File: config.mk
export PLATFORM = sky130hd
export DESIGN_NAME = audio_in_ctrl
export DESIGN_NICKNAME = d
export VERILOG_FILES = /design/src/design/audio_in_pkg.sv /design/src/design/audio_in_ctrl.sv
export SDC_FILE = /design/constraint.sdc
export NUM_CORES = 2
export LEC_CHECK = 0
export BUFFER_PORTS_ARGS = -buffer_cell sky130_fd_sc_hd__buf_2
export CAP_MARGIN = 5
export CORE_UTILIZATION = 55
export CTS_BUF_LIST = sky130_fd_sc_hd__clkbuf_8 sky130_fd_sc_hd__clkbuf_16
export DETAILED_ROUTE_END_ITERATION = 8
export PLACE_DENSITY_LB_ADDON = 0.1
export SLEW_MARGIN = 20
export SYNTH_ARGS = -nofsm -noshare
export SYNTH_HDL_FRONTEND = slang
export SYNTH_SLANG_ARGS = --single-unit
File: constraint.sdc
create_clock -name clk_i -period 16.56 [get_ports clk_i]
set_input_delay 0.828 -clock clk_i [delete_from_list [all_inputs] [get_ports clk_i]]
set_output_delay 0.828 -clock clk_i [all_outputs]
set_load 0.05 [all_outputs]
File: src/design/audio_in_pkg.sv
package audio_in_pkg;
  // Register indices; the byte address is four times the index.
  localparam logic [11:0] IDX_CNT_HI_A = 12'hb25;
  localparam logic [11:0] IDX_CNT_LO_B = 12'hb28;
  localparam logic [11:0] IDX_CNT_HI_B = 12'hb29;
  localparam logic [11:0] IDX_MODE     = 12'hb2c;
  localparam logic [11:0] IDX_MAN0     = 12'hb30;
  localparam logic [11:0] IDX_MAN1     = 12'hb31;
  localparam logic [11:0] IDX_MAN2     = 12'hb32;
  localparam logic [11:0] IDX_MAN3     = 12'hb33;
  localparam logic [11:0] IDX_OPT      = 12'hb35;
  localparam logic [11:0] IDX_MUL      = 12'hb36;
  localparam logic [11:0] IDX_BIAS     = 12'hb37;
  localparam logic [11:0] IDX_FILT     = 12'hb40;
  localparam logic [11:0] IDX_LVL_L    = 12'hb41;
  localparam logic [11:0] IDX_LVL_R    = 12'hb42;
  localparam int          ADDR_LSB     = 2;
  // Reset values.
  localparam logic [7:0]  RST_MODE     = 8'h00;
  localparam logic [7:0]  RST_OPT      = 8'h09;
  localparam logic [7:0]  RST_MUL      = 8'h00;
  localparam logic [7:0]  RST_BIAS     = 8'h00;
  localparam logic [7:0]  RST_FILT     = 8'hfb;
  localparam logic [7:0]  RST_LVL      = 8'h20;
  localparam logic [7:0]  RST_MAN      = 8'h00;
  // Field positions.
  localparam int          MODE_MAN_BIT = 0;
  localparam int          OPT_VSEL_BIT = 0;
  localparam int          OPT_SCL_BIT  = 1;
  localparam int          OPT_SGN_BIT  = 2;
  localparam int          OPT_TRIM_BIT = 3;
  localparam int          OPT_SWAP_BIT = 4;
  localparam int          FILT_K_MSB   = 3;
  localparam int          FILT_HPF_BIT = 4;
  localparam int          FILT_ALC_BIT = 5;
  localparam int          FILT_LPF_BIT = 6;
  localparam int          FILT_DDS_BIT = 7;
  localparam int          LVL_AUTO_BIT = 7;
  localparam int          LVL_MAN_MSB  = 5;
  localparam int          LVL_MIN_MSB  = 6;
  // Arithmetic constants.
  localparam logic [6:0]  UNITY_GAIN   = 7'h20;
  localparam int          GAIN_SHIFT   = 5;
  localparam int          CAL_SHIFT    = 8;
  localparam int          SCL_SHIFT    = 6;
  localparam logic [15:0] SIGN_FLIP    = 16'h8000;
  localparam logic [1:0]  FIFO_DEPTH   = 2'h2;
endpackage

File: src/design/audio_in_ctrl.sv
// Function
// RULE1 - Fill mode bit 0 picks audio path (0) or software words (1) as FIFO source.
// RULE2 - Manual word comes in four write-only byte lanes, lowest address is bits 7:0.
// RULE3 - FIFO entry count readable as low and high bytes, resets to zero.
// RULE4 - Option bit 4 swaps left and right samples for every input source; the code swaps converter samples only, manual words pass as written.
// RULE5 - Option bit 3 makes converter data skip the trim stage.
// RULE6 - Option bit 1 applies the 64/63 scaling to converter data.
// RULE7 - Option bit 0 selects which converter valid qualifier accepts samples.
// RULE8 - Option bit 2 selects the sign format of converter samples.
// RULE9 - Filter bits 3:0 set the high-pass adjustment parameter.
// RULE10 - Filter bit 4 routes samples around the high-pass stage.
// RULE11 - Filter bit 5 routes samples around the level control stage.
// RULE12 - Filter bit 6 routes samples around the low-pass stage.
// RULE13 - Filter bit 7 enables extra factor-of-two down-sampling.
// RULE14 - Level bit 7 auto/manual; bits 5:0 manual gain; bits 6:0 auto minimum gain.
// RULE15 - Writing the top manual lane pushes the word and raises the count by one.
// RULE16 - Software writes the lower three lanes before the top lane.
//
// Register access over AHB-Lite was left to the implementer.
`timescale 1ns/1ps
`default_nettype none
module audio_in_ctrl
  import audio_in_pkg::*;
(
  input  wire logic        clk_i,
  input  wire logic        srst_i,
  input  wire logic        hsel_i,
  input  wire logic [31:0] haddr_i,
  input  wire logic [1:0]  htrans_i,
  input  wire logic        hwrite_i,
  input  wire logic [2:0]  hsize_i,
  input  wire logic [31:0] hwdata_i,
  input  wire logic        hready_i,
  output logic      [31:0] hrdata_o,
  output logic             hreadyout_o,
  output logic             hresp_o,
  input  wire logic [31:0] adc_data_i,
  input  wire logic        adc_valid_a_i,
  input  wire logic        adc_valid_b_i,
  output logic             adc_ready_o,
  output logic      [31:0] out_data_o,
  output logic             out_valid_o,
  input  wire logic        out_ready_i
);

  // ----------------------------------------
  // State
  // ----------------------------------------
  typedef struct packed {
    logic [7:0]       mode;
    logic [7:0]       opt;
    logic [7:0]       mul;
    logic [7:0]       bias;
    logic [7:0]       filt;
    logic [7:0]       lvl_l;
    logic [7:0]       lvl_r;
    logic [23:0]      man;
    logic [1:0][15:0] dc;
    logic [1:0][15:0] prv;
    logic             dec;
    logic [1:0][31:0] mem;
    logic             wp;
    logic             rp;
    logic [1:0]       cnt;
    logic             dph;
    logic             dwr;
    logic [11:0]      didx;
    logic [7:0]       rd;
  } st_t;

  st_t s_ff;
  st_t nxt_s;

  // ----------------------------------------
  // Helpers
  // ----------------------------------------
  // Front end of one channel: sign format, trim and 64/63 scaling.
  function automatic logic [15:0] front(input logic [15:0] x,
                                        input logic [7:0]  opt,
                                        input logic [7:0]  mul,
                                        input logic [7:0]  bias);
    logic signed [23:0] t;
    t = 24'(signed'(opt[OPT_SGN_BIT] ? (x ^ SIGN_FLIP) : x));
    if (!opt[OPT_TRIM_BIT]) begin
      t = t + ((t * signed'({16'h0000, mul})) >>> CAL_SHIFT)
            + 24'(signed'(bias));
    end
    if (opt[OPT_SCL_BIT]) begin
      t = t + (t >>> SCL_SHIFT);
    end
    return t[15:0];
  endfunction

  // Gain of one level control channel.
  function automatic logic [6:0] gain_of(input logic [7:0] lvl);
    logic [6:0] g;
    g = {1'b0, lvl[LVL_MAN_MSB:0]};
    if (lvl[LVL_AUTO_BIT]) begin
      g = (lvl[LVL_MIN_MSB:0] > UNITY_GAIN) ? lvl[LVL_MIN_MSB:0] : UNITY_GAIN;
    end
    return g;
  endfunction

  // Read value of a register index.
  function automatic logic [7:0] rd_of(input logic [11:0] idx, input st_t s);
    logic [15:0] c;
    c = {14'h0000, s.cnt};
    case (idx)
      IDX_CNT_HI_A: rd_of = c[15:8];
      IDX_CNT_LO_B: rd_of = c[7:0];
      IDX_CNT_HI_B: rd_of = c[15:8];
      IDX_MODE:     rd_of = s.mode;
      IDX_OPT:      rd_of = s.opt;
      IDX_MUL:      rd_of = s.mul;
      IDX_BIAS:     rd_of = s.bias;
      IDX_FILT:     rd_of = s.filt;
      IDX_LVL_L:    rd_of = s.lvl_l;
      IDX_LVL_R:    rd_of = s.lvl_r;
      default:      rd_of = 8'h00;
    endcase
  endfunction

  // ----------------------------------------
  // Datapath and bus decode
  // ----------------------------------------
  logic             manual;
  logic             full;
  logic             in_acc;
  logic             push_auto;
  logic             push_man;
  logic             pop;
  logic             stall;
  logic             wr_go;
  logic [1:0][15:0] raw;
  logic [1:0][15:0] smp;
  logic [31:0]      word;

  // Source select, flow control and bus stall.
  always_comb begin
    manual = s_ff.mode[MODE_MAN_BIT]; // see RULE1
    full = (s_ff.cnt == FIFO_DEPTH);
    adc_ready_o = !manual && !full; // see RULE1
    in_acc = adc_ready_o &&
             (s_ff.opt[OPT_VSEL_BIT] ? adc_valid_b_i : adc_valid_a_i); // see RULE7
    push_auto = in_acc && (!s_ff.filt[FILT_DDS_BIT] || s_ff.dec); // see RULE13
    stall = s_ff.dph && s_ff.dwr && (s_ff.didx == IDX_MAN3) && manual && full;
    wr_go = s_ff.dph && s_ff.dwr && !stall;
    push_man = wr_go && (s_ff.didx == IDX_MAN3) && manual; // see RULE15
    pop = out_valid_o && out_ready_i;
    hreadyout_o = !stall;
    hresp_o = 1'b0;
    hrdata_o = {24'h000000, s_ff.rd};
    out_valid_o = (s_ff.cnt != 2'h0);
    out_data_o = s_ff.mem[s_ff.rp];
  end

  // Channel samples after swap and front end; slot 1 is left.
  always_comb begin
    raw[1] = s_ff.opt[OPT_SWAP_BIT] ? adc_data_i[15:0] : adc_data_i[31:16]; // see RULE4
    raw[0] = s_ff.opt[OPT_SWAP_BIT] ? adc_data_i[31:16] : adc_data_i[15:0]; // see RULE4
    for (int i = 0; i < 2; i++) begin
      smp[i] = front(raw[i], s_ff.opt, s_ff.mul, s_ff.bias); // see RULE5
    end
  end

  // Next state of the whole block.
  always_comb begin
    logic [15:0] x;
    logic [15:0] y;
    logic [22:0] p;
    logic [11:0] aidx;
    nxt_s = s_ff;
    x = 16'h0000;
    y = 16'h0000;
    p = 23'h000000;
    aidx = haddr_i[ADDR_LSB+11:ADDR_LSB];
    word = 32'h00000000;
    // Filter chain per channel: high-pass, level control, low-pass.
    for (int i = 0; i < 2; i++) begin
      x = smp[i];
      if (!s_ff.filt[FILT_HPF_BIT]) begin // see RULE10
        y = x - s_ff.dc[i];
        if (in_acc) begin
          nxt_s.dc[i] = s_ff.dc[i] +
            16'(signed'(y) >>> s_ff.filt[FILT_K_MSB:0]); // see RULE9
        end
        x = y;
      end
      if (!s_ff.filt[FILT_ALC_BIT]) begin // see RULE11
        p = 23'(signed'(x) * signed'({9'h000, gain_of(i == 1 ? s_ff.lvl_l
                                                              : s_ff.lvl_r)}));
        x = p[GAIN_SHIFT+15:GAIN_SHIFT]; // see RULE14
      end
      if (!s_ff.filt[FILT_LPF_BIT]) begin // see RULE12
        y = 16'((17'(signed'(x)) + 17'(signed'(s_ff.prv[i]))) >>> 1);
        if (in_acc) begin
          nxt_s.prv[i] = x;
        end
        x = y;
      end
      word[i*16 +: 16] = x;
    end
    // Down-sampling phase advances on each accepted sample while filter bit 7 is set, and clears to 0 otherwise.
    if (in_acc) begin
      nxt_s.dec = s_ff.filt[FILT_DDS_BIT] ? !s_ff.dec : 1'b0; // see RULE13
    end
    // Manual word assembly from the low three lanes.
    if (push_man) begin
      word = {hwdata_i[7:0], s_ff.man}; // see RULE2
    end
    // FIFO write side.
    if (push_auto || push_man) begin
      nxt_s.mem[s_ff.wp] = word;
      nxt_s.wp = !s_ff.wp;
    end
    if (pop) begin
      nxt_s.rp = !s_ff.rp;
    end
    nxt_s.cnt = s_ff.cnt + 2'((push_auto || push_man) ? 1 : 0)
                         - 2'(pop ? 1 : 0); // see RULE3
    // Register writes during the data phase.
    if (wr_go) begin
      case (s_ff.didx)
        IDX_MODE:  nxt_s.mode = hwdata_i[7:0];
        IDX_MAN0:  nxt_s.man[7:0] = hwdata_i[7:0]; // see RULE2
        IDX_MAN1:  nxt_s.man[15:8] = hwdata_i[7:0]; // see RULE2
        IDX_MAN2:  nxt_s.man[23:16] = hwdata_i[7:0]; // see RULE2
        IDX_OPT:   nxt_s.opt = hwdata_i[7:0];
        IDX_MUL:   nxt_s.mul = hwdata_i[7:0];
        IDX_BIAS:  nxt_s.bias = hwdata_i[7:0];
        IDX_FILT:  nxt_s.filt = hwdata_i[7:0];
        IDX_LVL_L: nxt_s.lvl_l = hwdata_i[7:0];
        IDX_LVL_R: nxt_s.lvl_r = hwdata_i[7:0];
        default:   nxt_s.mode = s_ff.mode;
      endcase
    end
    // Address phase capture; read data is prepared for the data phase.
    if (!stall) begin
      nxt_s.dph = hsel_i && htrans_i[1] && hready_i;
      nxt_s.dwr = hwrite_i;
      nxt_s.didx = aidx;
      nxt_s.rd = (hsel_i && htrans_i[1] && hready_i && !hwrite_i)
                 ? rd_of(aidx, nxt_s) : 8'h00;
    end
  end

  // State register with synchronous reset.
  always_ff @(posedge clk_i) begin
    if (srst_i) begin
      s_ff <= '0;
      s_ff.mode <= RST_MODE;
      s_ff.opt <= RST_OPT;
      s_ff.mul <= RST_MUL;
      s_ff.bias <= RST_BIAS;
      s_ff.filt <= RST_FILT;
      s_ff.lvl_l <= RST_LVL;
      s_ff.lvl_r <= RST_LVL;
      s_ff.man <= {RST_MAN, RST_MAN, RST_MAN};
    end else begin
      s_ff <= nxt_s;
    end
  end

  // ----------------------------------------
  // Checks
  // ----------------------------------------
  a_fill_mode: assert property (@(posedge clk_i) disable iff (srst_i) // see RULE1
    s_ff.mode[MODE_MAN_BIT] |-> !adc_ready_o)
    else $error("Audio samples accepted in manual fill mode.");

  a_manual_push: assert property (@(posedge clk_i) disable iff (srst_i) // see RULE15
    (push_man && !pop) |=> (s_ff.cnt == $past(s_ff.cnt) + 2'h1)
      && (s_ff.mem[$past(s_ff.wp)] == {$past(hwdata_i[7:0]), $past(s_ff.man)}))
    else $error("Manual word not pushed as one entry.");

  a_count_read: assert property (@(posedge clk_i) disable iff (srst_i) // see RULE3
    (hsel_i && htrans_i[1] && hready_i && !hwrite_i
      && haddr_i[ADDR_LSB+11:ADDR_LSB] == IDX_CNT_LO_B && !pop && !push_auto)
    |=> hrdata_o == {30'h00000000, s_ff.cnt})
    else $error("Count read does not match entries held.");

  a_swap_sel: assert property (@(posedge clk_i) disable iff (srst_i) // see RULE4
    s_ff.opt[OPT_SWAP_BIT] |-> raw[1] == adc_data_i[15:0])
    else $error("Channel swap not applied.");

  a_valid_sel: assert property (@(posedge clk_i) disable iff (srst_i) // see RULE7
    (adc_ready_o && s_ff.opt[OPT_VSEL_BIT] && !adc_valid_b_i) |-> !in_acc)
    else $error("Wrong valid qualifier used.");

  a_hpf_bypass: assert property (@(posedge clk_i) disable iff (srst_i) // see RULE10
    (s_ff.filt[FILT_HPF_BIT] && !wr_go) |=> $stable(s_ff.dc))
    else $error("High-pass state moved while bypassed.");

  a_half_rate: assert property (@(posedge clk_i) disable iff (srst_i) // see RULE13
    (in_acc && s_ff.filt[FILT_DDS_BIT] && !s_ff.dec) |-> !push_auto)
    else $error("Sample pushed in dropped down-sampling phase.");

  a_reset_vals: assert property (@(posedge clk_i) // see RULE3
    ($past(srst_i) && !srst_i) |-> (s_ff.opt == RST_OPT && s_ff.filt == RST_FILT && s_ff.cnt == 2'h0))
    else $error("Reset values wrong.");

  a_no_overfill: assert property (@(posedge clk_i) disable iff (srst_i) // see RULE15
    full |=> s_ff.cnt <= FIFO_DEPTH)
    else $error("FIFO count above depth.");

  // Source select, manual word assembly and empty flag.
  a_auto_push: assert property (@(posedge clk_i) disable iff (srst_i) // see RULE1
    (in_acc && !s_ff.filt[FILT_DDS_BIT] && !pop)
    |=> s_ff.cnt == $past(s_ff.cnt) + 2'h1)
    else $error("Accepted sample not pushed at full rate.");

  a_lane_one: assert property (@(posedge clk_i) disable iff (srst_i) // see RULE2
    (wr_go && s_ff.didx == IDX_MAN1)
    |=> s_ff.man[15:8] == $past(hwdata_i[7:0]))
    else $error("Second manual lane not stored.");

  a_lane_top: assert property (@(posedge clk_i) disable iff (srst_i) // see RULE2
    push_man |-> word[31:24] == hwdata_i[7:0])
    else $error("Top manual lane not in bits 31 to 24.");

  a_empty_flag: assert property (@(posedge clk_i) disable iff (srst_i) // see RULE3
    (s_ff.cnt == 2'h0) |-> !out_valid_o)
    else $error("Output valid with no entries held.");

  // Front end of the channels.
  a_trim_skip: assert property (@(posedge clk_i) disable iff (srst_i) // see RULE5
    (s_ff.opt[OPT_TRIM_BIT] && !s_ff.opt[OPT_SGN_BIT] && !s_ff.opt[OPT_SCL_BIT])
    |-> smp[0] == raw[0])
    else $error("Trim applied while skipped.");

  a_scale_on: assert property (@(posedge clk_i) disable iff (srst_i) // see RULE6
    (s_ff.opt[OPT_TRIM_BIT] && !s_ff.opt[OPT_SGN_BIT] && s_ff.opt[OPT_SCL_BIT])
    |-> smp[0] == raw[0] + 16'(signed'(raw[0]) >>> SCL_SHIFT))
    else $error("Scaling option not applied.");

  a_sign_flip: assert property (@(posedge clk_i) disable iff (srst_i) // see RULE8
    (s_ff.opt[OPT_TRIM_BIT] && s_ff.opt[OPT_SGN_BIT] && !s_ff.opt[OPT_SCL_BIT])
    |-> smp[0] == (raw[0] ^ SIGN_FLIP))
    else $error("Sign format not applied.");

  // Filter chain.
  a_all_bypass: assert property (@(posedge clk_i) disable iff (srst_i) // see RULE11
    (s_ff.filt[FILT_HPF_BIT] && s_ff.filt[FILT_ALC_BIT] && s_ff.filt[FILT_LPF_BIT] && !push_man)
    |-> word == {smp[1], smp[0]})
    else $error("Bypassed stages changed the samples.");

  a_lpf_bypass: assert property (@(posedge clk_i) disable iff (srst_i) // see RULE12
    (s_ff.filt[FILT_LPF_BIT] && !wr_go) |=> $stable(s_ff.prv))
    else $error("Low-pass state moved while bypassed.");

  a_hpf_idle: assert property (@(posedge clk_i) disable iff (srst_i) // see RULE9
    !in_acc |=> $stable(s_ff.dc))
    else $error("High-pass state moved without a sample.");

  a_full_rate: assert property (@(posedge clk_i) disable iff (srst_i) // see RULE13
    (in_acc && !s_ff.filt[FILT_DDS_BIT]) |-> push_auto)
    else $error("Sample dropped without down-sampling.");

  // Level control gains.
  a_manual_gain: assert property (@(posedge clk_i) disable iff (srst_i) // see RULE14
    !s_ff.lvl_l[LVL_AUTO_BIT] |-> gain_of(s_ff.lvl_l) == {1'b0, s_ff.lvl_l[LVL_MAN_MSB:0]})
    else $error("Manual gain field not used.");

  a_auto_floor: assert property (@(posedge clk_i) disable iff (srst_i) // see RULE14
    s_ff.lvl_r[LVL_AUTO_BIT] |-> (gain_of(s_ff.lvl_r) >= UNITY_GAIN)
      && (gain_of(s_ff.lvl_r) >= s_ff.lvl_r[LVL_MIN_MSB:0]))
    else $error("Automatic gain below its limit.");

  // Bus stall on a full buffer.
  a_stall_hold: assert property (@(posedge clk_i) disable iff (srst_i) // see RULE15
    (stall && !pop) |=> !hreadyout_o)
    else $error("Stalled manual write released without a pop.");

endmodule
`default_nettype wire

== Word level (Yosys, flattened, before mapping) ==
Cells that the tools add are included.

* Input port bits: 109
* Bits in registers: 235
* Word-level logic and storage cells: 147
* Output and inout port bits: 68

* Add/sub/neg operators: 14
* Equality and inequality tests: 20
* Multiply operators: 4
* Reductions and logical operators: 31
* Bitwise logic cells: 4
* Order comparisons: 5
* Shift-type cells: 2
* Muxes and demuxes: 43

{| class="wikitable"
|+ Operators by type and width
! cell !! number
|-
| $eq 12x12->1 const B || 19
|-
| $mux 16 || 12
|-
| $mux 32 || 4
|-
| $mux 8 || 11
|-
| $mux 80 || 1
|-
| $add 16x16->17 || 4
|-
| $add 16x16->16 || 4
|-
| $bwmux 64 || 1
|-
| $pmux 8 s8 || 1
|-
| $mul 16x9->24 || 2
|-
| $mux 22 || 2
|-
| $mul 16x8->21 || 2
|-
| $mux 7 || 6
|-
| $add 17x8->18 || 2
|-
| $demux 32 s1 || 1
|-
| $sshr 16x4->16 || 2
|-
| $sub 16x16->16 || 2
|-
| $logic_and 1x1->1 || 15
|-
| $gt 7x6->1 const B || 2
|-
| $reduce_and 2->1 || 5
|-
| $logic_not 1->1 || 8
|-
| $lt 1x2->1 const B || 2
|-
| $mux 1 || 4
|-
| $not 1->1 || 4
|-
| other kinds (6) || 7
|}

== Depth between registers and ports, before layout ==
* Depth after elaboration: 17
* Gate-level depth with buffers: 80
* Gate-level depth less buffers: 78

== Worst setup path before layout ==
Ideal clock, no wire load.

* Path kind: reg-to-reg
* Start: register s_ff[223] (netlist name)
* End: register s_ff[88] (netlist name)
* Setup time: 0.132 ns
* Setup slack: 0.868 ns
* Buffers on the path: 4
* Cell stages (with the launch flop): 68
* Data required time: 16.428 ns
* Data arrival time: 15.559 ns
* Cells stage by stage: dfxtp_1 buf_6 buf_2 buf_1 mux2_2 and2_1 fa_1 inv_1 fa_1 inv_1 fa_1 inv_1 fa_1 inv_1 ha_1 o21ai_0 a21boi_0 o21a_1 (+32 left out) fa_1 fa_1 inv_1 ha_1 nand3_1 a211oi_2 nor3_1 xnor2_1 xnor2_1 and2_1 or2_1 and3_1 ha_1 or3_1 mux2i_1 a211oi_1 nand2_1 a21oi_1

* Longest elaborated chain between the ends: 17

{| class="wikitable"
|+ RTL lines
! what !! line !! source
|-
| from (decl) || audio_in_ctrl.sv:71 || <nowiki>st_t s_ff;</nowiki>
|-
| from (signal assigned) || audio_in_ctrl.sv:260 || <nowiki>s_ff <= nxt_s;</nowiki>
|-
| $mux 16 (*) || audio_in_ctrl.sv:159 || <nowiki>raw[1] = s_ff.opt[OPT_SWAP_BIT] ? adc_data_i[15:0] : adc_data_i[31:16];</nowiki>
|-
| $not 1->1 (no line) || - ||
|-
| $mux 16 (*) || audio_in_ctrl.sv:83 || <nowiki>t = 24'(signed'(opt[OPT_SGN_BIT] ? (x ^ SIGN_FLIP) : x));</nowiki>
|-
| $mul 16x9->24 || audio_in_ctrl.sv:85 || <nowiki>t = t + ((t * signed'({16'h0000, mul})) >>> CAL_SHIFT)</nowiki>
|-
| $add 16x16->17 || audio_in_ctrl.sv:85 ||
|-
| $add 17x8->18 || audio_in_ctrl.sv:86 || <nowiki>+ 24'(signed'(bias));</nowiki>
|-
| $mux 22 (*) || audio_in_ctrl.sv:84 || <nowiki>if (!opt[OPT_TRIM_BIT]) begin</nowiki>
|-
| $add 16x16->16 || audio_in_ctrl.sv:89 || <nowiki>t = t + (t >>> SCL_SHIFT);</nowiki>
|-
| $mux 16 (*) || audio_in_ctrl.sv:88 || <nowiki>if (opt[OPT_SCL_BIT]) begin</nowiki>
|-
| $sub 16x16->16 || audio_in_ctrl.sv:182 || <nowiki>y = x - s_ff.dc[i];</nowiki>
|-
| $mux 16 (*) || audio_in_ctrl.sv:181 || <nowiki>if (!s_ff.filt[FILT_HPF_BIT]) begin</nowiki>
|-
| $mul 16x8->21 || audio_in_ctrl.sv:190 || <nowiki>p = 23'(signed'(x) * signed'({9'h000, gain_of(i == 1 ? s_ff.lvl_l</nowiki>
|-
| $mux 16 (*) || audio_in_ctrl.sv:189 || <nowiki>if (!s_ff.filt[FILT_ALC_BIT]) begin</nowiki>
|-
| $add 16x16->17 || audio_in_ctrl.sv:195 || <nowiki>y = 16'((17'(signed'(x)) + 17'(signed'(s_ff.prv[i]))) >>> 1);</nowiki>
|-
| $mux 16 (*) || audio_in_ctrl.sv:194 || <nowiki>if (!s_ff.filt[FILT_LPF_BIT]) begin</nowiki>
|-
| $mux 32 (*) || audio_in_ctrl.sv:208 || <nowiki>if (push_man) begin</nowiki>
|-
| $bwmux 64 (*) || audio_in_ctrl.sv:213 || <nowiki>nxt_s.mem[s_ff.wp] = word;</nowiki>
|}

Every way passes the cells marked *; elsewhere a longest branch is shown, timed or not.
A chain may end at the register's enable or synchronous reset.

== Final worst setup path ==
* Start: register s_ff[223] (netlist name)
* End: register s_ff[40] (netlist name)

* Longest elaborated chain between the ends: 17

{| class="wikitable"
|+ RTL lines
! what !! line !! source
|-
| $mux 16 (*) || audio_in_ctrl.sv:160 || <nowiki>raw[0] = s_ff.opt[OPT_SWAP_BIT] ? adc_data_i[31:16] : adc_data_i[15:0];</nowiki>
|-
| $not 1->1 (no line) || - ||
|-
| $mux 16 (*) || audio_in_ctrl.sv:83 ||
|-
| $mul 16x9->24 || audio_in_ctrl.sv:85 ||
|-
| $add 16x16->17 || audio_in_ctrl.sv:85 ||
|-
| $add 17x8->18 || audio_in_ctrl.sv:86 ||
|-
| $mux 22 (*) || audio_in_ctrl.sv:84 ||
|-
| $add 16x16->16 || audio_in_ctrl.sv:89 ||
|-
| $mux 16 (*) || audio_in_ctrl.sv:88 ||
|-
| $sub 16x16->16 || audio_in_ctrl.sv:182 ||
|-
| $mux 16 (*) || audio_in_ctrl.sv:181 ||
|-
| $mul 16x8->21 || audio_in_ctrl.sv:190 ||
|-
| $mux 16 (*) || audio_in_ctrl.sv:189 ||
|-
| $add 16x16->17 || audio_in_ctrl.sv:195 ||
|-
| $mux 16 (*) || audio_in_ctrl.sv:194 ||
|-
| $mux 32 (*) || audio_in_ctrl.sv:208 ||
|-
| $bwmux 64 (*) || audio_in_ctrl.sv:213 ||
|}

Marks and branches as above.

==> metrics.md <==
| Metric | Value |
|---|---|
| CTS tree | `built` |
| Drt wl/cell | `17.7 um` |
| GP Congestion | `0.897` |
| Post-Route Skew | `between 20 and 25 ps` |
| Fmax | `0.0630 GHz` |
| Hold-fix buffers, CTS | `0` |
| R2R depth | `70` |
| Area delta synth->final | `13.3%` |
| Total Routing Usage GR | `30.0%` |
| Worst Tran Pin Value | `1090 ps` |
| DRT antenna net count | `0` |
| DR vias | `around 32000` |
| Vias in the first global route | `30800` |
| DRT Pass-1 Iters | `6` |
| PD cells | `42.8 mW/mm2` |
| Initial core utilization | `55.5%` |
| Drt via density | `~5.6` |
| First-pass GRT wire length | `roughly 160000 um` |
| Synthesized cell area | `approximately 0.036 mm2` |
| Worst Setup End Kind | `flop` |
| Initial antenna violation count | `1` |
| Die width | `between 200 and 300 um` |
| EDFF count, synth | `0` |
| Share of cells above drive strength 1 | `around 15%` |
| Most frequent cells in the layout | `562 x inv_1, 528 x nor2_1, 457 x nand2_1, 392 x fa_1, 309 x ha_1` |
| Top cell type's share of synthesized area | `a little over a fifth` |
| Fin. Hold Viols | `0` |
| Chip Height | `between 200 and 300 um` |
| Initial DRC Count | `2451` |
| Root buffer cell | `clkbuf_16` |
| Worst-path fanout max | `9` |
| Flops & latches, synth | `235` |
| DRC | `0` |
| Leak | `19.0 nW` |
| CTS Buf Count | `26` |
| Most frequent CP cell | `fa_1` |
| Hold WS | `around 450 ps` |
| Post-synthesis cell type count | `90` |
| Clock Latency Late Sink | `approximately 580 ps` |
| Clock transition at path regs | `70 ps` |
| Multi-input gate area | `approximately 0.029 mm2` |
| Slew Limit Headroom | `a little over a quarter` |
| Final min period | `about 16000 ps` |
| Total grt overflow | `0` |
| Commonest non-fill, non-tap cell in the layout | `inv_1` |
| Top Ports | `177` |
| Die footprint | `between 0.06 and 0.07 mm2` |
| Max incr delay on CP | `about 550 ps` |
| Placement Rows | `93` |
| Core area | `0.0643 mm2` |
| Peak VDD IR | `between 0.08 and 0.09 mV` |
| Num Clock Sinks | `about 240` |
| Post-synthesis average cell area | `about 8 um2` |
| Hold depth | `2` |
| CP required | `between 15000 and 20000 ps` |
| Main synth FF type | `dfxtp_1` |
| Port bufs | `103` |
| Setup-failing EPs final | `0` |
| Top post-synthesis cells by area | `fa_1 22%, dfxtp_1 13%, ha_1 11%, inv_1 5.9%, nor2_1 5.7%` |
| CTS H-tree depth | `1` |
| ANT cells | `0` |
| FILL cells | `just under 6000` |
| Syn. warnings | `0` |
| Final HPWL DP | `~80000 um` |
| Slowest CP cell | `fa_1` |
| Yosys top cell by area | `fa_1` |
| Post-Route WL | `99300 um` |
| Critical path type | `reg2reg` |
| Net count, final | `5548` |
| Setup crit start kind | `flop` |
| Register area | `about 0.0047 mm2` |
| Critical Path AT | `16340 ps` |
| Hold/Removal Path Class | `reg2reg` |
| Mapped Cells | `4481` |
| Share of synthesized registers carrying an async set or reset | `0%` |
| Max_cap viols | `0` |
| Clk buf depth | `3` |
| Largest net degree at the start of global routing | `81` |
| Max-slew violations | `0` |
| Outcome | `completed` |
| Sequential share of the synthesized area | `about an eighth` |
| Core Util, Final | `a little over three fifths` |
| Final worst path period share | `95.9%` |
[state kept, by name, indices dropped and copies added (netlist names)]
register	count
s_ff	226
hrdata_o	8
manual	1
[report_power, final]
part | switching (W) | total, W | internal (W)
clock network | 0.000259 | 0.000629 | 0.000371
registers | 0.00000804 | 0.000587 | 0.000579
logic | 0.000320 | 0.000517 | 0.000197
[cell usage after synthesis, drive strengths merged, types with 82 or more instances]
library cell  number
nor3              84
nand2            462
xnor2            130
dfxtp            235
a21oi            304
mux2i            124
inv              565
and2             141
fa               392
nor2             539
mux2              82
ha               319
clkbuf           161
o21ai            166
[cell type report]
class | instances | area share [%]
Clock buffer | 31 | 1.78
Clock inverter | 16 | 0.476
Inverter | 565 | 5.24
Multi-Input combinational cell | 3486 | 71.1
Sequential cell | 235 | 11.6
Tap cell | 855 | 2.64
Timing Repair Buffer | 414 | 7.18
[metal layers]
metal	GRT usage, %	up-vias	part of all wire, %	wire (um)
li1	-	15200	-	-
met1	43.0	15300	46	46000
met2	48.4	940	45	44900
met3	4.00	137	6.5	6480
met4	5.80	0	2.0	1960
met5	0	-	0	0
[cell families after synthesis]
logic type | Yosys count | synth area share (%)
adders and majority gates | 711 | 33.1
muxes | 211 | 6.39
buffers and inverters | 784 | 8.62
DFF | 235 | 13.2
xor gates and xnor gates | 190 | 4.70
other | 1 | 0.0105
AOI/OAI and AO/OA | 829 | 14.6
and+or+nand+nor | 1520 | 19.4
[worst max-delay path, delay by kind of cell (launching register included)]
family                     cells  cell delay [ps]
adders and majority gates     15             6280
AOI/OAI and AO/OA             20             3920
xor gates and xnor gates       5              700
DFF                            1              430
buffers and inverters         15             1770
and+or+nand+nor               12             1640
muxes                          3              980
[final timing paths]
kind                                  start           to  slack [ps]
worst min register to register  hrdata_o[5]  hrdata_o[5]         450
worst min-delay path            hrdata_o[5]  hrdata_o[5]         450
worst max-delay path              s_ff[223]     s_ff[40]         680
worst max register to register    s_ff[223]     s_ff[40]         680
[stage by stage]
| stage | total power, W | cell area [um2] | setup slack (ps) | instances | setup TNS, ps |
|---|---|---|---|---|---|
| final | 0.00173 | 40500 | 679 | 5602 | 0 |
| after global routing | 0.00181 | 40500 | -154 | 5602 | -746 |
| after CTS | 0.00172 | 39600 | 6.31 | 5579 | 0 |
| after detailed placement | 0.00109 | 38600 | -252 | 5532 | -792 |
| after global placement | 0.00109 | 38600 | -12.5 | 5532 | -23.0 |
| after floorplan | 0.000943 | 35800 | 868 | 4505 | 0 |
[timing repair]
action | 4_1_cts | 5_1_grt
gates resized for setup | 1 | 167
setup buffers | 0 | 22
pin swaps | 1 | 62
endpoints found under the setup margin | 2 | 36
cloned | 0 | 1
(Power assumes the default switching activity.)
